## src/intc_defines.svh

```systemverilog
`ifndef INTC_DEFINES_SVH
`define INTC_DEFINES_SVH
// Register byte addresses
`define ADDR_CPU_STATUS_WORD 12'h000
`define ADDR_CORE_CONTROL 12'h004
`define ADDR_INTERRUPT_CONTROL_ONE 12'h008
`define ADDR_INTERRUPT_CONTROL_TWO 12'h00C
`define ADDR_REQUEST_FLAGS_ZERO 12'h010
`define ADDR_REQUEST_FLAGS_ONE 12'h014
`define ADDR_REQUEST_FLAGS_TWO 12'h018
// Field positions
`define PRIO_LOW_MSB 7
`define PRIO_LOW_LSB 5
`define PRIO_TOP_BIT 3
`define NEST_DIS_BIT 15
`define ALT_VEC_BIT 15
`define TIMED_DIS_BIT 14
// Writable masks (unimplemented bits read 0)
`define STATUS_MASK 16'h00E0
`define ICON1_MASK 16'hFFDE
`define ICON1_CTRL_MASK 16'h8700
`define ICON2_MASK 16'h8007
`define FLAGS0_MASK 16'h3FEF
`define FLAGS1_MASK 16'h201F
`define FLAGS2_MASK 16'h0020
// Reset values
`define RESET_ZERO 16'h0000
// Priority level above which the top bit is set
`define PRIO_TOP_THRESHOLD 4'h7
`endif

```

## src/intc_pkg.sv

```systemverilog
package intc_pkg;
	typedef enum logic [1:0] {apb_idle, apb_access} apb_phase_t;
	typedef logic [15:0] reg16_t;
endpackage

```

## src/interrupt_priority_trap_flags.sv

```systemverilog
// Operation
// - CPU level is core-control bit 3 above status priority bits.
// - Top priority bit set blocks all user interrupts.
// - Nesting disable makes status priority bits read-only.
// - Top bit reads 1 above level 7, resets 0, software clear only.
// - Three-bit field is binary level; with top bit levels 8 and up.
// - Set accumulator A/B overflow flags on overflow traps.
// - Set accumulator A/B catastrophic flags on catastrophic traps.
// - Overflow traps gated by bits 10, 9; catastrophic by bit 8.
// - Set bad-shift flag on invalid shift math trap.
// - Set divide-zero flag on divide-by-zero math trap.
// - Set math, address and stack trap flags on matching trap.
// - Set oscillator failure flag at bit 1 on that trap.
// - Flag register zero holds thirteen request flags at bits 13..5 and 3..0.
// - Request flags read 1 once occurred, readable, writable, reset 0.
// - Unimplemented bits read 0 and ignore writes.
// - Flag register one: ext irq2 at 13, five flags at 4..0.
// - Nesting disable stops preemption of a running service.
// - Alternate vector control selects the alternate vector table.
// - Hardware sets request flags; only software clears them.
`timescale 1ns/1ps
`include "intc_defines.svh"
module interrupt_priority_trap_flags
	import intc_pkg::*;
(
	input wire logic clk_i,
	input wire logic rst_i,
	input wire logic psel_i,
	input wire logic penable_i,
	input wire logic pwrite_i,
	input wire logic [11:0] paddr_i,
	input wire logic [31:0] pwdata_i,
	input wire logic [3:0] pstrb_i,
	output logic [31:0] prdata_o,
	output logic pready_o,
	output logic pslverr_o,
	input wire logic [3:0] cpu_prio_load_i,
	input wire logic cpu_prio_load_valid_i,
	input wire logic acc_a_overflow_i,
	input wire logic acc_b_overflow_i,
	input wire logic acc_a_catastrophic_i,
	input wire logic acc_b_catastrophic_i,
	input wire logic bad_shift_i,
	input wire logic divide_zero_i,
	input wire logic address_error_i,
	input wire logic stack_error_i,
	input wire logic osc_fail_i,
	input wire logic timed_disable_i,
	input wire logic service_active_i,
	input wire logic [2:0] ext_irq_pin_i,
	input wire logic [15:0] req_set_zero_i,
	input wire logic [15:0] req_set_one_i,
	input wire logic [15:0] req_set_two_i,
	output logic [3:0] cpu_prio_level_o,
	output logic user_irq_block_o,
	output logic preempt_allow_o,
	output logic alternate_vector_select_o,
	output logic acc_a_trap_o,
	output logic acc_b_trap_o,
	output logic catastrophic_trap_o
);
	reg16_t cpu_status_word;
	logic cpu_prio_top_bit;
	reg16_t interrupt_control_one;
	logic alternate_vector_select;
	logic timed_disable_active;
	logic [2:0] ext_irq_edge_select;
	reg16_t request_flags_zero;
	reg16_t request_flags_one;
	reg16_t request_flags_two;
	logic [2:0] pin_s1;
	logic [2:0] pin_s2;
	logic [2:0] pin_s3;
	logic [2:0] pin_level;
	logic [2:0] ext_edge;
	logic wr_en;
	logic rd_en;
	logic addr_hit;
	logic [15:0] wmask;
	reg16_t wdata;
	reg16_t next_rdata;
	logic nesting_disable;
	logic [3:0] cpu_level;
	logic trap_a;
	logic trap_b;
	logic trap_cat_a;
	logic trap_cat_b;

	assign wmask = {{8{pstrb_i[1]}}, {8{pstrb_i[0]}}};
	assign wdata = pwdata_i[15:0];
	assign wr_en = psel_i && penable_i && pwrite_i && pready_o;
	assign rd_en = psel_i && !penable_i && !pwrite_i;
	assign nesting_disable = interrupt_control_one[`NEST_DIS_BIT];
	assign cpu_level = {cpu_prio_top_bit, cpu_status_word[`PRIO_LOW_MSB:`PRIO_LOW_LSB]};
	assign trap_a = acc_a_overflow_i && interrupt_control_one[10];
	assign trap_b = acc_b_overflow_i && interrupt_control_one[9];
	assign trap_cat_a = acc_a_catastrophic_i && interrupt_control_one[8];
	assign trap_cat_b = acc_b_catastrophic_i && interrupt_control_one[8];

	always_comb
	begin
		addr_hit = 1'b1;
		next_rdata = 16'h0000;
		unique case (paddr_i)
			`ADDR_CPU_STATUS_WORD: next_rdata = cpu_status_word;
			`ADDR_CORE_CONTROL: next_rdata = {12'h000, cpu_prio_top_bit, 3'h0};
			`ADDR_INTERRUPT_CONTROL_ONE: next_rdata = interrupt_control_one;
			`ADDR_INTERRUPT_CONTROL_TWO: next_rdata = {alternate_vector_select,
				timed_disable_active, 11'h000, ext_irq_edge_select};
			`ADDR_REQUEST_FLAGS_ZERO: next_rdata = request_flags_zero;
			`ADDR_REQUEST_FLAGS_ONE: next_rdata = request_flags_one;
			`ADDR_REQUEST_FLAGS_TWO: next_rdata = request_flags_two;
			default: addr_hit = 1'b0;
		endcase
	end

	// APB slave: no wait states, read data captured in setup
	always_ff @(posedge clk_i or posedge rst_i)
	begin
		if (rst_i)
		begin
			pready_o <= 1'b0;
			pslverr_o <= 1'b0;
		end
		else
		begin
			pready_o <= psel_i && !penable_i;
			pslverr_o <= psel_i && !penable_i && !addr_hit;
		end
	end

	// Read data holds until the next read setup
	always_ff @(posedge clk_i or posedge rst_i)
	begin
		if (rst_i)
			prdata_o <= 32'h00000000;
		else if (rd_en)
			prdata_o <= {16'h0000, next_rdata};
	end

	// Pin synchroniser, three stages
	always_ff @(posedge clk_i or posedge rst_i)
	begin
		if (rst_i)
		begin
			pin_s1 <= 3'h0;
			pin_s2 <= 3'h0;
			pin_s3 <= 3'h0;
			pin_level <= 3'h0;
		end
		else
		begin
			pin_s1 <= ext_irq_pin_i;
			pin_s2 <= pin_s1;
			pin_s3 <= pin_s2;
			// Level moves once stages two and three agree
			for (int i = 0; i < 3; i++)
				if (pin_s2[i] == pin_s3[i])
					pin_level[i] <= pin_s3[i];
		end
	end

	always_comb
	begin
		for (int i = 0; i < 3; i++)
			ext_edge[i] = (pin_s2[i] == pin_s3[i]) && (pin_s3[i] != pin_level[i])
				&& (pin_s3[i] ^ ext_irq_edge_select[i]);
	end

	// Status word priority field
	always_ff @(posedge clk_i or posedge rst_i)
	begin
		if (rst_i)
			cpu_status_word <= `RESET_ZERO;
		else if (cpu_prio_load_valid_i)
			cpu_status_word[`PRIO_LOW_MSB:`PRIO_LOW_LSB] <= cpu_prio_load_i[2:0];
		else if (wr_en && paddr_i == `ADDR_CPU_STATUS_WORD && !nesting_disable)
			cpu_status_word <= (cpu_status_word & ~(wmask & `STATUS_MASK))
				| (wdata & wmask & `STATUS_MASK);
	end

	// top bit loaded by core, software can only clear it
	always_ff @(posedge clk_i or posedge rst_i)
	begin
		if (rst_i)
			cpu_prio_top_bit <= 1'b0;
		else if (cpu_prio_load_valid_i)
			cpu_prio_top_bit <= cpu_prio_load_i[3];
		else if (wr_en && paddr_i == `ADDR_CORE_CONTROL && pstrb_i[0]
			&& !wdata[`PRIO_TOP_BIT])
			cpu_prio_top_bit <= 1'b0;
	end

	// Trap flags and enables; set wins over clear
	always_ff @(posedge clk_i or posedge rst_i)
	begin
		if (rst_i)
			interrupt_control_one <= `RESET_ZERO;
		else
		begin
			if (wr_en && paddr_i == `ADDR_INTERRUPT_CONTROL_ONE)
				interrupt_control_one <= (interrupt_control_one & ~(wmask & `ICON1_MASK))
					| (wdata & wmask & `ICON1_MASK);
			if (trap_a)
				interrupt_control_one[14] <= 1'b1;
			if (trap_b)
				interrupt_control_one[13] <= 1'b1;
			if (trap_cat_a)
				interrupt_control_one[12] <= 1'b1;
			if (trap_cat_b)
				interrupt_control_one[11] <= 1'b1;
			if (bad_shift_i)
				interrupt_control_one[7] <= 1'b1;
			if (divide_zero_i)
				interrupt_control_one[6] <= 1'b1;
			if (trap_a || trap_b || trap_cat_a || trap_cat_b || bad_shift_i
				|| divide_zero_i)
				interrupt_control_one[4] <= 1'b1;
			if (address_error_i)
				interrupt_control_one[3] <= 1'b1;
			if (stack_error_i)
				interrupt_control_one[2] <= 1'b1;
			if (osc_fail_i)
				interrupt_control_one[1] <= 1'b1;
		end
	end

	// Second control register
	always_ff @(posedge clk_i or posedge rst_i)
	begin
		if (rst_i)
		begin
			alternate_vector_select <= 1'b0;
			ext_irq_edge_select <= 3'h0;
			timed_disable_active <= 1'b0;
		end
		else
		begin
			// Status follows the core every cycle
			timed_disable_active <= timed_disable_i;
			if (wr_en && paddr_i == `ADDR_INTERRUPT_CONTROL_TWO)
			begin
				if (pstrb_i[1])
					alternate_vector_select <= wdata[`ALT_VEC_BIT];
				if (pstrb_i[0])
					ext_irq_edge_select <= wdata[2:0];
			end
		end
	end

	// request flags set by sources, cleared by software
	always_ff @(posedge clk_i or posedge rst_i)
	begin
		if (rst_i)
		begin
			request_flags_zero <= `RESET_ZERO;
			request_flags_one <= `RESET_ZERO;
			request_flags_two <= `RESET_ZERO;
		end
		else
		begin
			request_flags_zero <= (((wr_en && paddr_i == `ADDR_REQUEST_FLAGS_ZERO)
				? ((request_flags_zero & ~wmask) | (wdata & wmask)) : request_flags_zero)
				| req_set_zero_i | {15'h0000, ext_edge[0]}) & `FLAGS0_MASK;
			request_flags_one <= (((wr_en && paddr_i == `ADDR_REQUEST_FLAGS_ONE)
				? ((request_flags_one & ~wmask) | (wdata & wmask)) : request_flags_one)
				| req_set_one_i | {2'h0, ext_edge[2], 8'h00, ext_edge[1], 4'h0})
				& `FLAGS1_MASK;
			// Capture one flag only
			request_flags_two <= (((wr_en && paddr_i == `ADDR_REQUEST_FLAGS_TWO)
				? ((request_flags_two & ~wmask) | (wdata & wmask)) : request_flags_two)
				| req_set_two_i) & `FLAGS2_MASK;
		end
	end

	// Registered priority level to core
	always_ff @(posedge clk_i or posedge rst_i)
	begin
		if (rst_i)
		begin
			cpu_prio_level_o <= 4'h0;
			user_irq_block_o <= 1'b0;
		end
		else
		begin
			cpu_prio_level_o <= cpu_level;
			user_irq_block_o <= cpu_prio_top_bit || (cpu_level > `PRIO_TOP_THRESHOLD);
		end
	end

	always_ff @(posedge clk_i or posedge rst_i)
	begin
		if (rst_i)
			preempt_allow_o <= 1'b1;
		else
			preempt_allow_o <= !(nesting_disable && service_active_i);
	end

	always_ff @(posedge clk_i or posedge rst_i)
	begin
		if (rst_i)
			alternate_vector_select_o <= 1'b0;
		else
			alternate_vector_select_o <= alternate_vector_select;
	end

	// Enabled trap causes, one cycle late
	always_ff @(posedge clk_i or posedge rst_i)
	begin
		if (rst_i)
		begin
			acc_a_trap_o <= 1'b0;
			acc_b_trap_o <= 1'b0;
			catastrophic_trap_o <= 1'b0;
		end
		else
		begin
			acc_a_trap_o <= trap_a;
			acc_b_trap_o <= trap_b;
			catastrophic_trap_o <= trap_cat_a || trap_cat_b;
		end
	end
endmodule

```

## config.mk

```make
export PLATFORM = sky130hd
export DESIGN_NAME = interrupt_priority_trap_flags
export DESIGN_NICKNAME = d
export VERILOG_FILES = /design/src/intc_pkg.sv /design/src/interrupt_priority_trap_flags.sv
export VERILOG_INCLUDE_DIRS = /design/src
export SDC_FILE = /design/constraint.sdc
export NUM_CORES = 1
export LEC_CHECK = 0
export BUFFER_PORTS_ARGS = -buffer_cell sky130_fd_sc_hd__buf_2
export CAP_MARGIN = 20
export CELL_PAD_IN_SITES_DETAIL_PLACEMENT = 1
export CELL_PAD_IN_SITES_GLOBAL_PLACEMENT = 2
export CORE_ASPECT_RATIO = 0.8
export CORE_MARGIN = 1.5
export CORE_UTILIZATION = 28
export DETAILED_ROUTE_END_ITERATION = 7
export PLACE_DENSITY = 0.82
export SYNTH_ARGS = -nofsm -noshare
export SYNTH_HDL_FRONTEND = slang
export SYNTH_SLANG_ARGS = --single-unit
```

## constraint.sdc

```tcl
create_clock -name clk_i -period 2.9 [get_ports clk_i]
set_clock_uncertainty 0.1 [all_clocks]
set_input_delay 0.29 -clock clk_i [delete_from_list [all_inputs] [get_ports clk_i]]
set_output_delay 0.29 -clock clk_i [all_outputs]
set_load 0.02 [all_outputs]
```

* Word level (Yosys, flattened, before mapping) *
Index checks and enable logic that the tools add are counted.

operators by class
  $add $sub $neg = 0
  $mul = 0
  divide/modulo/power cells = 0
  $lt $le $gt $ge = 1
  equal/unequal tests = 12
  shift operators = 0
  mux-type cells = 20
  bitwise logic cells = 23
  reductions and logical operators = 57

operators by type and width
  kind                                                                    number
  16-bit one-hot mux with 7 select lines                                  1
  14-bit OR                                                               5
  16-bit bitwise AND                                                      3
  12-bit by 5-bit equality test with 1-bit output, second input constant  3
  14-bit bitwise AND                                                      2
  14-bit two-way mux                                                      2
  1-bit logical AND                                                       27
  12-bit by 4-bit equality test with 1-bit output, second input constant  2
  2-bit nonzero test                                                      12
  16-bit inverter                                                         1
  8-bit inverter with 16-bit output                                       1
  16-bit OR                                                               1
  16-bit by 8-bit OR with 16-bit output                                   1
  15-bit two-way mux                                                      1
  14-bit inverter                                                         1
  14-bit by 1-bit OR with 14-bit output                                   1
  1-bit two-way mux                                                       13
  12-bit by 3-bit equality test with 1-bit output, second input constant  1
  12-bit zero test                                                        1
  6-bit OR                                                                2
  8-bit two-way mux                                                       1
  1-bit logical OR                                                        7
  7-bit OR reduction                                                      1
  6-bit bitwise AND                                                       1
  other kinds (9)                                                         22

word-level totals
  register bits after elaboration = 98
  latch bits = 0
  memory bits (writable) = 0
  bits in read-only memories = 0
  bits of input ports = 120
  output and inout port bits = 44
  logic and storage cells = 149
  memories = 0

* Longest topological paths before layout *
Gate-level depths: netlist of the first run.

  depth in word-level cells = 8
  depth in mapped cells = 7
  mapped depth without buffers = 5

* Worst setup path before layout of the first run *
Ideal clock, no wire load.

  path type = register -> register
  from = register pready_o
  to = register ext_irq_edge_select[0]
  setup time = 0.128 ns
  arrival time = 1.526 ns
  required time = 2.672 ns
  setup slack = 1.146 ns
  stages on the path, launching flop included = 7
  period minus slack after synthesis = 1.754 ns
  cell sequence = dfrtp_1 > and4_1 > buf_6 > and4_1 > buf_4 > nand4_2 > mux2_1

on the way
  longest elaborated chain between the ends = 3

ends and longest elaborated chain
  what                           RTL line                              text
  start: declaration             interrupt_priority_trap_flags.sv:35   output logic pready_o,
  start signal: assignment       interrupt_priority_trap_flags.sv:127  pready_o <= psel_i && !penable_i;
  1-bit logical AND              interrupt_priority_trap_flags.sv:91   assign wr_en = psel_i && penable_i && pwrite_i && pready_o;
  1-bit logical AND (no line)    --
  2-bit AND reduction (no line)  --
  end signal: assignment         interrupt_priority_trap_flags.sv:246  ext_irq_edge_select <= wdata[2:0];
  end: declaration               interrupt_priority_trap_flags.sv:67   logic [2:0] ext_irq_edge_select;

Every way passes these cells.
A chain may end at the register's enable or synchronous reset.

==> results of run 1 <==
==> worst reg2reg max path: stages, from the launching register on <==
cell and delay, ns:
sky130_fd_sc_hd__dfrtp_1 0.33, sky130_fd_sc_hd__and4_1 0.41, sky130_fd_sc_hd__and4_1 0.50, sky130_fd_sc_hd__nand2_1 0.20
sky130_fd_sc_hd__mux2_1 0.35
==> path summary, 6_finish.rpt <==
| check | endpoint | slack [ns] | startpoint | cells past startpoint |
|---|---|---|---|---|
| max in group asynchronous | preempt_allow_o | 1.46 | rst_i | 4 |
| setup reg to reg | register | 0.90 | pready_o | 4 |
| min in group asynchronous | prdata_o[1] | 0.52 | rst_i | 3 |
| hold / removal | request_flags_zero[11] | 0.05 | req_set_zero_i[11] | 3 |
| hold reg to reg | pin_s2[1] | 0.25 | pin_s1[1] | 0 |
| setup / recovery | register | 0.90 | pready_o | 4 |
==> registers in the layout, summed over array words and instances (netlist names), 3 cells and up, named ones only <==
signal and flops:
cpu_prio_level_o 4, ext_irq_edge_select 3, interrupt_control_one 10, pin_level 3, pin_s1 3, pin_s2 3, pin_s3 3, prdata_o 16
request_flags_one 6, request_flags_zero 13
==> routing by layer <==
layer	wire (um)	GRT usage, %	up-vias
met5	0	0	-
met4	121	4.30	0
met3	794	5.11	11
met2	5580	28.5	128
met1	5630	23.1	1602
li1	-	-	1538
==> what timing repair did <==
| action | CTS | global route |
|---|---|---|
| setup endpoints to repair | 0 | 0 |
| hold buffers | 6 | 0 |
| hold endpoints to repair | 22 | 0 |
==> power by group <==
group          total [mW]  internal, mW  leakage, nW  switching [mW]
Combinational       0.257        0.0936         1.13           0.164
Sequential           1.20          1.18        0.970          0.0159
Clock                1.17         0.715        0.143           0.452
Total                2.62          1.99         2.24           0.632
==> area by class of cell <==
| cell class | count | area (sq um) |
|---|---|---|
| timing repair buffer | 117 | 653 |
| sequential | 83 | 2080 |
| inverter | 11 | 42.5 |
| clock inverter | 2 | 37.5 |
| fill | 1602 | 8670 |
| clock buffer | 14 | 264 |
| tap | 180 | 225 |
| multi-input combinational | 264 | 1580 |
==> layout by cell type, fill, tap and decap left out, types with 5 or more instances in the layout <==
master / synthesis / layout
sky130_fd_sc_hd__buf_2: 6 / 101
sky130_fd_sc_hd__dfrtp_1: 82 / 82
sky130_fd_sc_hd__nand2_1: 62 / 62
sky130_fd_sc_hd__o21ai_0: 42 / 42
sky130_fd_sc_hd__conb_1: 1 / 16
sky130_fd_sc_hd__a31oi_1: 13 / 13
sky130_fd_sc_hd__nor2_1: 12 / 12
sky130_fd_sc_hd__a21oi_1: 12 / 12
sky130_fd_sc_hd__inv_1: 11 / 10
sky130_fd_sc_hd__nor3_1: 10 / 10
sky130_fd_sc_hd__nand3_1: 10 / 10
sky130_fd_sc_hd__mux2i_1: 10 / 10
sky130_fd_sc_hd__clkbuf_16: 0 / 9
sky130_fd_sc_hd__buf_4: 17 / 9
sky130_fd_sc_hd__a22oi_1: 7 / 7
sky130_fd_sc_hd__nand2b_1: 6 / 6
sky130_fd_sc_hd__mux2_1: 6 / 6
sky130_fd_sc_hd__dlygate4sd3_1: 0 / 6
sky130_fd_sc_hd__nand4_1: 5 / 5
==> cells by family (layout without fill, tap and decap cells) <==
logic type,count (synthesis),in the layout,synth area share [%]
mux,24,24,7.03
flops,83,83,53.5
other cells,1,16,0.0966
simple gates,128,128,17.1
buf+inv,50,144,7.25
compound gates,96,96,15.0
==> results_tabular.tex, run 1 <==
\begin{tabular}{lr}
\hline
Metric & Value \\
\hline
\multicolumn{2}{l}{\textbf{STA}} \\
Setup TNS & 0 ns \\
Setup repair after global routing missed its margin & no \\
Post-layout minimum cycle time & 2.00 ns \\
Final hold slack & 0.0488 ns \\
Highest attainable clock frequency & 0.500 GHz \\
Number of endpoints with negative hold slack in the final report & 0 \\
Final clock period utilization by the worst path & 68.9\% \\
Worst Tran Pin Value & 0.928 ns \\
Total of endpoints with negative setup slack in the final report & 0 \\
Crit path setup slack, layout & 0.901 ns \\
Final count of pins violating max slew & 0 \\
Slew headroom & 38.2\% \\
\multicolumn{2}{l}{\textbf{Global route}} \\
GRT Total Usage & 17.5\% \\
Pin count of the biggest net entering global routing & 44 \\
Antenna violations before repair & 0 \\
Vias in the first global route & 3531 \\
First-pass GRT wire length & 19100 um \\
Total overflow reported by the global router & 0 \\
\multicolumn{2}{l}{\textbf{Synth}} \\
Cell count after synthesis & 382 \\
Largest cells by area after synthesis & sky130\_fd\_sc\_hd\_\_dfrtp\_1 (53\%), sky130\_fd\_sc\_hd\_\_nand2\_1 (6.0\%), sky130\_fd\_sc\_hd\_\_o21ai\_0 (5.4\%), sky130\_fd\_sc\_hd\_\_buf\_4 (3.3\%), sky130\_fd\_sc\_hd\_\_mux2i\_1 (2.6\%) \\
Post-synth EDFFs & 0 \\
Post-synthesis cell area & 3880 sq um \\
Synth top cells by count & sky130\_fd\_sc\_hd\_\_dfrtp\_1 (82), sky130\_fd\_sc\_hd\_\_nand2\_1 (62), sky130\_fd\_sc\_hd\_\_o21ai\_0 (42) \\
Most used flip-flop cell after synthesis & sky130\_fd\_sc\_hd\_\_dfrtp\_1 \\
Share of flip-flops with an asynchronous set or reset after synthesis & 100\% \\
Number of storage elements in the synthesis netlist & 83 \\
Most repeated cell in the gate-level netlist after synthesis & sky130\_fd\_sc\_hd\_\_dfrtp\_1 \\
Portion of synthesized cell area occupied by the leading cell type & 52.9\% \\
Sequential cell area fraction in the yosys report & 53.5\% \\
Number of library cell types mapped by synthesis & 47 \\
Average instance area after synthesis & 10.2 sq um \\
Most area-hungry cell type in the Yosys netlist & sky130\_fd\_sc\_hd\_\_dfrtp\_1 \\
Number of warnings printed during yosys synthesis & 0 \\
\multicolumn{2}{l}{\textbf{Worst setup path}} \\
Master of the slowest instance on the critical path & sky130\_fd\_sc\_hd\_\_and4\_1 \\
Worst setup EP type & register \\
Worst-path fanout max & 9 \\
Cell breakdown of the critical path & and4\_1, and4\_1, nand2\_1, mux2\_1 \\
Worst path most repeated cell & sky130\_fd\_sc\_hd\_\_and4\_1 \\
Number of buffer and inverter instances along the worst setup path & 0 \\
CP Class & register to register \\
Peak per-stage delay on the critical path & 0.50 ns \\
Critical Path RT & 3.02 ns \\
Worst endpoint data arrival time & 2.12 ns \\
Startpoint class of the critical path & register \\
Delay-heaviest family, CP & simple AND/OR/NAND/NOR gates \\
\multicolumn{2}{l}{\textbf{Drt}} \\
Remaining antenna violation count & 0 \\
Vias/cell & 4.89 \\
Number of vias after detailed routing & 3279 \\
Drt first-iter violations & 125 \\
Pre-Repair DR Iteration Count & 4 \\
Total wirelength of the detailed-routed design & 12100 um \\
DRC violations left & 0 \\
Mean routed wirelength per cell & 18.1 um \\
\multicolumn{2}{l}{\textbf{Floorplanning}} \\
Std cell rows & 38 \\
Die Outline Area & 14600 sq um \\
Vertical die dimension & 108 um \\
Overall die width & 135 um \\
Core region area & 13600 sq um \\
Starting utilization of the core area & 28.7\% \\
I/O pin count & 164 \\
\multicolumn{2}{l}{\textbf{Cells and area}} \\
Count of inserted antenna diode cells & 0 \\
Utilization after layout & 36.0\% \\
Nets & 606 \\
Fraction of final layout cells with drive strength greater than 1 & 28.7\% \\
Final non-filler cell total & 671 \\
P\&R area growth vs syn & 25.7\% \\
Final cell area excluding filler cells & 4880 sq um \\
\multicolumn{2}{l}{\textbf{CTS}} \\
Post\_cts resized & 0 \\
CTS tree & done \\
Clock-pin slew reported for the worst setup and hold paths after clock tree synthesis & 0.07 ns \\
Max H-tree Level & 3 \\
Buffer depth of the longest clock path & 2 \\
Clock insertion delay at the later pin of the skew report & 0.34 ns \\
Cell at the root of the clock tree & sky130\_fd\_sc\_hd\_\_clkbuf\_16 \\
Clock sink count & 83 \\
Setup Buffers After CTS & 0 \\
Number of CTS-inserted buffers & 9 \\
\multicolumn{2}{l}{\textbf{Placement}} \\
Routability congestion estimate & 0.794 \\
Number of buffer cells added on primary ports & 101 \\
Instance area after placement & 4520 sq um \\
Worst setup slack before clock tree synthesis & 0.781 ns \\
Cell count after placement & 649 \\
Detail Placement HPWL & 8850 um \\
\multicolumn{2}{l}{\textbf{Power}} \\
Overall Power & 2.62 mW \\
Max IR drop VDD & 0.000247 V \\
Total power divided by cell area & 538 nW/um\^{}2 \\
Static leakage power & 2.24 nW \\
\multicolumn{2}{l}{\textbf{Hold path}} \\
Path class of the lowest-slack min-delay path & input pin to register \\
\multicolumn{2}{l}{\textbf{Outcome}} \\
Outcome & finished clean \\
\multicolumn{2}{l}{\textbf{Run}} \\
Max-cap violation count & 0 \\
\hline
\end{tabular}
(Power assumes the default switching activity.)
==> run 2, diff against run 1 <==
--- a/config.mk
+++ b/config.mk
@@ -12,9 +12,9 @@
 export CELL_PAD_IN_SITES_GLOBAL_PLACEMENT = 2
 export CORE_ASPECT_RATIO = 0.8
 export CORE_MARGIN = 1.5
-export CORE_UTILIZATION = 28
+export CORE_UTILIZATION = 25
 export DETAILED_ROUTE_END_ITERATION = 7
-export PLACE_DENSITY = 0.82
+export PLACE_DENSITY = 0.77
 export SYNTH_ARGS = -nofsm -noshare
 export SYNTH_HDL_FRONTEND = slang
 export SYNTH_SLANG_ARGS = --single-unit
==> constraint.sdc (replaced) <==
create_clock -name clk_i -period 1.65 [get_ports clk_i]
set_clock_uncertainty 0.1 [all_clocks]
set_input_delay 0.165 -clock clk_i [delete_from_list [all_inputs] [get_ports clk_i]]
set_output_delay 0.165 -clock clk_i [all_outputs]
set_load 0.02 [all_outputs]
==> results_tabular.tex, run 2 (synthesis results as in run 1) <==
\begin{tabular}{lr}
\hline
Metric & Value \\
\hline
\multicolumn{2}{l}{\textbf{Outcome}} \\
Outcome & finished clean \\
\multicolumn{2}{l}{\textbf{Floorplanning}} \\
Starting utilization of the core area & 25.7\% (-3.0 points) \\
Vertical die dimension & 114 um (+5.7\%) \\
Die Outline Area & 16300 sq um (+12\%) \\
Std cell rows & 40 (+5.3\%) \\
I/O pin count & 164 (unchanged) \\
Core region area & 15100 sq um (+12\%) \\
Overall die width & 142 um (+5.7\%) \\
\multicolumn{2}{l}{\textbf{STA}} \\
Setup repair after global routing missed its margin & no \\
Crit path setup slack, layout & 0.0765 ns (-0.825 ns) \\
Number of endpoints with negative hold slack in the final report & 0 (unchanged) \\
Setup TNS & 0 ns (unchanged) \\
Total of endpoints with negative setup slack in the final report & 0 (unchanged) \\
Final count of pins violating max slew & 0 (unchanged) \\
Highest attainable clock frequency & 0.636 GHz \\
Post-layout minimum cycle time & 1.57 ns \\
Final clock period utilization by the worst path & 95.4\% \\
\multicolumn{2}{l}{\textbf{Worst setup path}} \\
Worst-path fanout max & 2 (-7) \\
Worst setup EP type & register \\
Startpoint class of the critical path & input pin \\
Critical Path RT & 1.78 ns (-1.24 ns) \\
Worst endpoint data arrival time & 1.70 ns (-0.42 ns) \\
CP Class & input pin to register \\
\multicolumn{2}{l}{\textbf{Hold path}} \\
Path class of the lowest-slack min-delay path & input pin to register \\
\multicolumn{2}{l}{\textbf{Cells and area}} \\
Fraction of final layout cells with drive strength greater than 1 & 31.6\% (+2.9 points) \\
Max FFs per register & 16 (unchanged) \\
P\&R area growth vs syn & 43.5\% \\
Nets & 668 (+10\%) \\
Most common library cell in the layout ignoring fill and taps & sky130\_fd\_sc\_hd\_\_buf\_2 \\
Top reg by flops & prdata\_o \\
Biggest regs & prdata\_o (16), request\_flags\_zero (13), interrupt\_control\_one (10) \\
Filler cells & 1776 (+11\%) \\
Leading cell types in the layout, fill and taps excluded & sky130\_fd\_sc\_hd\_\_buf\_2 (100), sky130\_fd\_sc\_hd\_\_dfrtp\_1 (82), sky130\_fd\_sc\_hd\_\_nand2\_1 (60) \\
\multicolumn{2}{l}{\textbf{Drt}} \\
Pre-Repair DR Iteration Count & 4 (unchanged) \\
Drt first-iter violations & 148 (+18\%) \\
Vias/cell & 4.56 (-6.7\%) \\
Mean routed wirelength per cell & 16.2 um (-11\%) \\
Number of vias after detailed routing & 3489 (+6.4\%) \\
DRC violations left & 0 (unchanged) \\
Remaining antenna violation count & 0 (unchanged) \\
Total wirelength of the detailed-routed design & 12400 um (+2.0\%) \\
\multicolumn{2}{l}{\textbf{CTS}} \\
Clock sink count & 83 (unchanged) \\
Buffer depth of the longest clock path & 2 (unchanged) \\
Clock-pin slew reported for the worst setup and hold paths after clock tree synthesis & 0.06 ns (about the same) \\
Cell at the root of the clock tree & sky130\_fd\_sc\_hd\_\_clkbuf\_16 \\
Clock insertion delay at the later pin of the skew report & 0.34 ns (about the same) \\
Number of CTS-inserted buffers & 9 (unchanged) \\
CTS tree & done \\
Max H-tree Level & 3 (unchanged) \\
\multicolumn{2}{l}{\textbf{Power}} \\
Max IR drop VDD & 0.000592 V (+140\%) \\
Design internal power & 3.57 mW (+79\%) \\
Fraction of power consumed by sequential logic & 44.8\% (-0.9 points) \\
Overall Power & 4.70 mW (+79\%) \\
Combinational share of power & 12.3\% (+2.5 points) \\
Total power divided by cell area & 844 nW/um\^{}2 (+57\%) \\
Static leakage power & 2.54 nW (+13\%) \\
Switching Power & 1.14 mW (+80\%) \\
Proportion of power drawn by the clock network & 42.9\% (-1.6 points) \\
Sw Share & 24.2\% (+0.10 points) \\
\multicolumn{2}{l}{\textbf{Global route}} \\
Total overflow reported by the global router & 0 (unchanged) \\
GRT Total Usage & 16.0\% (-1.5 points) \\
First-pass GRT wire length & 19500 um (+2.1\%) \\
Pin count of the biggest net entering global routing & 45 (+2.3\%) \\
Antenna violations before repair & 2 (+2) \\
Vias in the first global route & 3665 (+3.8\%) \\
\multicolumn{2}{l}{\textbf{Run}} \\
Max-cap violation count & 0 (unchanged) \\
\multicolumn{2}{l}{\textbf{Placement}} \\
Routability congestion estimate & 0.806 (+1.4\%) \\
Number of buffer cells added on primary ports & 101 (unchanged) \\
Detail Placement HPWL & 9280 um (+4.8\%) \\
Worst setup slack before clock tree synthesis & -0.158 ns (-0.939 ns) \\
\hline
\end{tabular}
==> run 2: power by group through the flow <==
| stage | sequential, mW | combinational, mW | clock, mW |
|---|---|---|---|
| after floorplan | 2.16 | 0.258 | 0 |
| after global placement | 2.14 | 0.477 | 0 |
| after detailed placement | 2.14 | 0.487 | 0 |
| after CTS | 2.11 | 0.579 | 2.08 |
| after global routing | 2.11 | 0.633 | 2.15 |
| final | 2.11 | 0.578 | 2.02 |
==> run 2: area by class of cell <==
cell class,instances,area [sq um],area share (%)
Antenna cell,2,5.00,0.0898
Clock buffer,13,250,4.49
Clock inverter,3,46.3,0.831
Inverter,11,45.0,0.808
Multi-Input combinational cell,264,1640,29.5
Sequential cell,83,2080,37.3
Tap cell,210,263,4.71
Timing Repair Buffer,179,1240,22.3
==> run 2: per-layer routing <==
layer  share of wire, %  vias to the layer above  GRT usage (%)
li1                   -                     1662              -
met1                 48                     1722           21.3
met2                 45                       88           24.7
met3                5.0                       17           4.60
met4                2.0                        0           6.12
met5                  0                        -              0
==> run 2: timing repair <==
item	in CTS	in global routing
hold endpoints to repair	125	0
buffers inserted	0	0
endpoints found under the setup margin	1	6
hold buffers	49	0
gates resized for setup	3	9
pin swaps	0	2
==> run 2: critical path: stages <==
cell and delay [ns]:
sky130_fd_sc_hd__dlygate4sd3_1 0.53, sky130_fd_sc_hd__buf_2 0.12, sky130_fd_sc_hd__nand2_1 0.10, sky130_fd_sc_hd__inv_2 0.07
sky130_fd_sc_hd__or4_4 0.41, sky130_fd_sc_hd__a311oi_2 0.24, sky130_fd_sc_hd__nand2_1 0.07
==> run 2: worst paths after layout <==
path	start	end	slack (ns)	cells past startpoint
max	acc_a_overflow_i	interrupt_control_one[4]	0.08	7
min	pwdata_i[6]	request_flags_zero[6]	0.007	3
max reg2reg	pready_o	ext_irq_edge_select[1]	0.08	4
min reg2reg	pin_s1[0]	pin_s2[0]	0.25	0
max in group asynchronous	rst_i	preempt_allow_o	0.73	4
min in group asynchronous	rst_i	pin_s1[0]	0.21	3
==> run 2: metrics by stage <==
step                instances  hold slack (ns)  util, %  cell area [sq um]
floorplan                 397           0.0964        -               3980
global placement          699           0.0279     31.4               4750
detailed placement        699           0.0325     31.4               4750
CTS                       764         0.000293     36.7               5540
global route              763          0.00930     36.8               5570
finish                    765          0.00678     36.9               5570
==> run 3, diff against run 2 <==
--- a/config.mk
+++ b/config.mk
@@ -11,7 +11,7 @@
 export CELL_PAD_IN_SITES_DETAIL_PLACEMENT = 1
 export CELL_PAD_IN_SITES_GLOBAL_PLACEMENT = 2
 export CORE_ASPECT_RATIO = 0.8
-export CORE_MARGIN = 1.5
+export CORE_MARGIN = 8
 export CORE_UTILIZATION = 25
 export DETAILED_ROUTE_END_ITERATION = 7
 export PLACE_DENSITY = 0.77
==> results_tabular.tex, run 3 (synthesis results as in run 1) <==
\begin{tabular}{lr}
\hline
Metric & Value \\
\hline
\multicolumn{2}{l}{\textbf{Floorplanning}} \\
Vertical die dimension & 127 um (+11\%) \\
Starting utilization of the core area & 25.7\% (unchanged) \\
Overall die width & 155 um (+9.1\%) \\
Core region area & 15100 sq um (unchanged) \\
I/O pin count & 164 (unchanged) \\
Die Outline Area & 19800 sq um (+22\%) \\
Std cell rows & 40 (unchanged) \\
\multicolumn{2}{l}{\textbf{Worst setup path}} \\
Cell breakdown of the critical path & dlygate4sd3\_1, buf\_2, nand2\_1, inv\_2, or4\_4, a311oi\_2, nand2\_1 \\
Number of buffer and inverter instances along the worst setup path & 3 (unchanged) \\
Critical Path RT & 1.78 ns (about the same) \\
Delay-heaviest family, CP & buffers and inverters \\
Worst setup EP type & register \\
Worst endpoint data arrival time & 1.71 ns (about the same) \\
Startpoint class of the critical path & input pin \\
CP Class & input pin to register \\
Worst path most repeated cell & sky130\_fd\_sc\_hd\_\_nand2\_1 \\
Master of the slowest instance on the critical path & sky130\_fd\_sc\_hd\_\_dlygate4sd3\_1 \\
Peak per-stage delay on the critical path & 0.53 ns (about the same) \\
End of the worst register-to-register path & ext\_irq\_edge\_select[2] \\
Number of cells on the worst reg-to-reg path & 4 (unchanged) \\
Slack of the worst reg-to-reg path & 0.11 ns (+0.03 ns) \\
Reg-to-reg critical path startpoint & pready\_o \\
Worst-path fanout max & 2 (unchanged) \\
\multicolumn{2}{l}{\textbf{Cells and area}} \\
Final cell area excluding filler cells & 5570 sq um (unchanged) \\
Max FFs per register & 16 (unchanged) \\
Top reg by flops & prdata\_o \\
Biggest regs & prdata\_o (16), request\_flags\_zero (13), interrupt\_control\_one (10) \\
Final non-filler cell total & 766 (+0.13\%) \\
Nets & 671 (+0.45\%) \\
Leading cell types in the layout, fill and taps excluded & sky130\_fd\_sc\_hd\_\_buf\_2 (101), sky130\_fd\_sc\_hd\_\_dfrtp\_1 (82), sky130\_fd\_sc\_hd\_\_nand2\_1 (61) \\
Fraction of final layout cells with drive strength greater than 1 & 32.0\% (+0.37 points) \\
P\&R area growth vs syn & 43.5\% (unchanged) \\
Count of inserted antenna diode cells & 0 (-2) \\
Most common library cell in the layout ignoring fill and taps & sky130\_fd\_sc\_hd\_\_buf\_2 \\
\multicolumn{2}{l}{\textbf{CTS}} \\
CTS tree & done \\
Number of CTS-inserted buffers & 9 (unchanged) \\
Cell at the root of the clock tree & sky130\_fd\_sc\_hd\_\_clkbuf\_16 \\
Clock insertion delay at the later pin of the skew report & 0.34 ns (about the same) \\
Clock sink count & 83 (unchanged) \\
Setup Buffers After CTS & 0 (unchanged) \\
Clock-pin slew reported for the worst setup and hold paths after clock tree synthesis & 0.06 ns (about the same) \\
Max H-tree Level & 3 (unchanged) \\
Buffer depth of the longest clock path & 2 (unchanged) \\
\multicolumn{2}{l}{\textbf{Global route}} \\
First-pass GRT wire length & 21100 um (+8.3\%) \\
Vias in the first global route & 3876 (+5.8\%) \\
Antenna violations before repair & 1 (-1) \\
Pin count of the biggest net entering global routing & 42 (-6.7\%) \\
Total overflow reported by the global router & 0 (unchanged) \\
GRT Total Usage & 13.6\% (-2.4 points) \\
\multicolumn{2}{l}{\textbf{Placement}} \\
Routability congestion estimate & 0.804 (-0.22\%) \\
Instance area after placement & 4760 sq um (+0.16\%) \\
Detail Placement HPWL & 10100 um (+8.5\%) \\
Number of buffer cells added on primary ports & 101 (unchanged) \\
Cell count after placement & 700 (+0.14\%) \\
\multicolumn{2}{l}{\textbf{Drt}} \\
Remaining antenna violation count & 0 (unchanged) \\
Total wirelength of the detailed-routed design & 13200 um (+6.7\%) \\
Vias/cell & 4.64 (+1.8\%) \\
DRC violations left & 0 (unchanged) \\
Drt first-iter violations & 159 (+7.4\%) \\
Number of vias after detailed routing & 3556 (+1.9\%) \\
Mean routed wirelength per cell & 17.2 um (+6.6\%) \\
Pre-Repair DR Iteration Count & 4 (unchanged) \\
\multicolumn{2}{l}{\textbf{Power}} \\
Max IR drop VDD & 0.000470 V (-21\%) \\
Static leakage power & 2.55 nW (+0.61\%) \\
Total power divided by cell area & 821 nW/um\^{}2 (-2.7\%) \\
Overall Power & 4.58 mW (-2.7\%) \\
\multicolumn{2}{l}{\textbf{Hold path}} \\
Source of the worst hold timing path & pwdata\_i[13] \\
Path class of the lowest-slack min-delay path & input pin to register \\
Hold Path End & interrupt\_control\_one[13] \\
Worst hold path depth & 3 (unchanged) \\
\multicolumn{2}{l}{\textbf{STA}} \\
Post-layout minimum cycle time & 1.58 ns (+0.00646 ns) \\
Final clock period utilization by the worst path & 95.8\% (+0.39 points) \\
Final count of pins violating max slew & 0 (unchanged) \\
Setup repair after global routing missed its margin & no \\
Number of endpoints with negative hold slack in the final report & 0 (unchanged) \\
Total of endpoints with negative setup slack in the final report & 0 (unchanged) \\
Highest attainable clock frequency & 0.633 GHz (-0.41\%) \\
\multicolumn{2}{l}{\textbf{Run}} \\
Max-cap violation count & 0 (unchanged) \\
\multicolumn{2}{l}{\textbf{Outcome}} \\
Outcome & finished clean \\
\hline
\end{tabular}
==> run 3: changes by cell type in the layout (fill, tap and decap cells not counted), sizes merged <==
cell	previous run	this run
dlygate4sd3	49	50
buf	130	132
clkinv	0	3
bufinv	1	0
clkbuf	13	9
diode	2	0
inv	11	13
==> run 3: worst max path at each step <==
stage | depth (start not counted) | slack (ns) | startpoint | endpoint
floorplan | 6 | -0.05 | pready_o | ext_irq_edge_select[1]
global placement | 6 | -0.14 | paddr_i[9] | register
detailed placement | 6 | -0.15 | paddr_i[9] | register
CTS | 5 | 0.007 | pready_o | interrupt_control_one[4]
global route | 7 | 0.002 | acc_b_overflow_i | interrupt_control_one[4]
finish | 7 | 0.07 | acc_b_overflow_i | interrupt_control_one[4]
==> run 3: worst min-delay path, cell delays in order <==
cell	delay (ns)
sky130_fd_sc_hd__buf_2	0.12
sky130_fd_sc_hd__inv_1	0.05
sky130_fd_sc_hd__o211ai_1	0.08
==> run 3: area by class of cell <==
type                       count  area (sq um)
inverter                      11          45.0
clock inverter                 7          51.3
timing repair buffer         182          1270
tap                          210           263
multi-input combinational    264          1640
fill                        1776          9540
sequential                    83          2080
clock buffer                   9           225
==> run 3: layer usage <==
metal,vias to the layer above,track usage (%),routed length (um)
met3,12,4.85,928
met2,100,20.4,5870
li1,1667,-,-
met5,-,0,13
met4,2,3.53,112
met1,1775,18.2,6270
==> run 3: repair_timing <==
action,in CTS,in global routing
endpoints found under the hold margin,129,0
resized for setup,1,12
endpoints found under the setup margin,2,29
hold buffers,50,0
==> run 3: power breakdown <==
part           total [mW]  switching (mW)  leakage [nW]  internal (mW)
clock                1.89           0.855         0.138           1.03
sequential           2.11          0.0274         0.970           2.08
combinational       0.584           0.317          1.44          0.266
==> run 3: metrics by stage <==
step | setup WS [ns] | setup TNS [ns] | util (%) | hold WS (ns)
floorplan | -0.0472 | -0.162 | - | 0.0964
global placement | -0.137 | -2.12 | 31.5 | 0.0399
detailed placement | -0.152 | -3.39 | 31.5 | 0.0431
CTS | 0.00676 | 0 | 36.6 | 0.00551
global route | 0.00192 | 0 | 36.9 | 0.0265
finish | 0.0701 | 0 | 36.9 | 0.0209
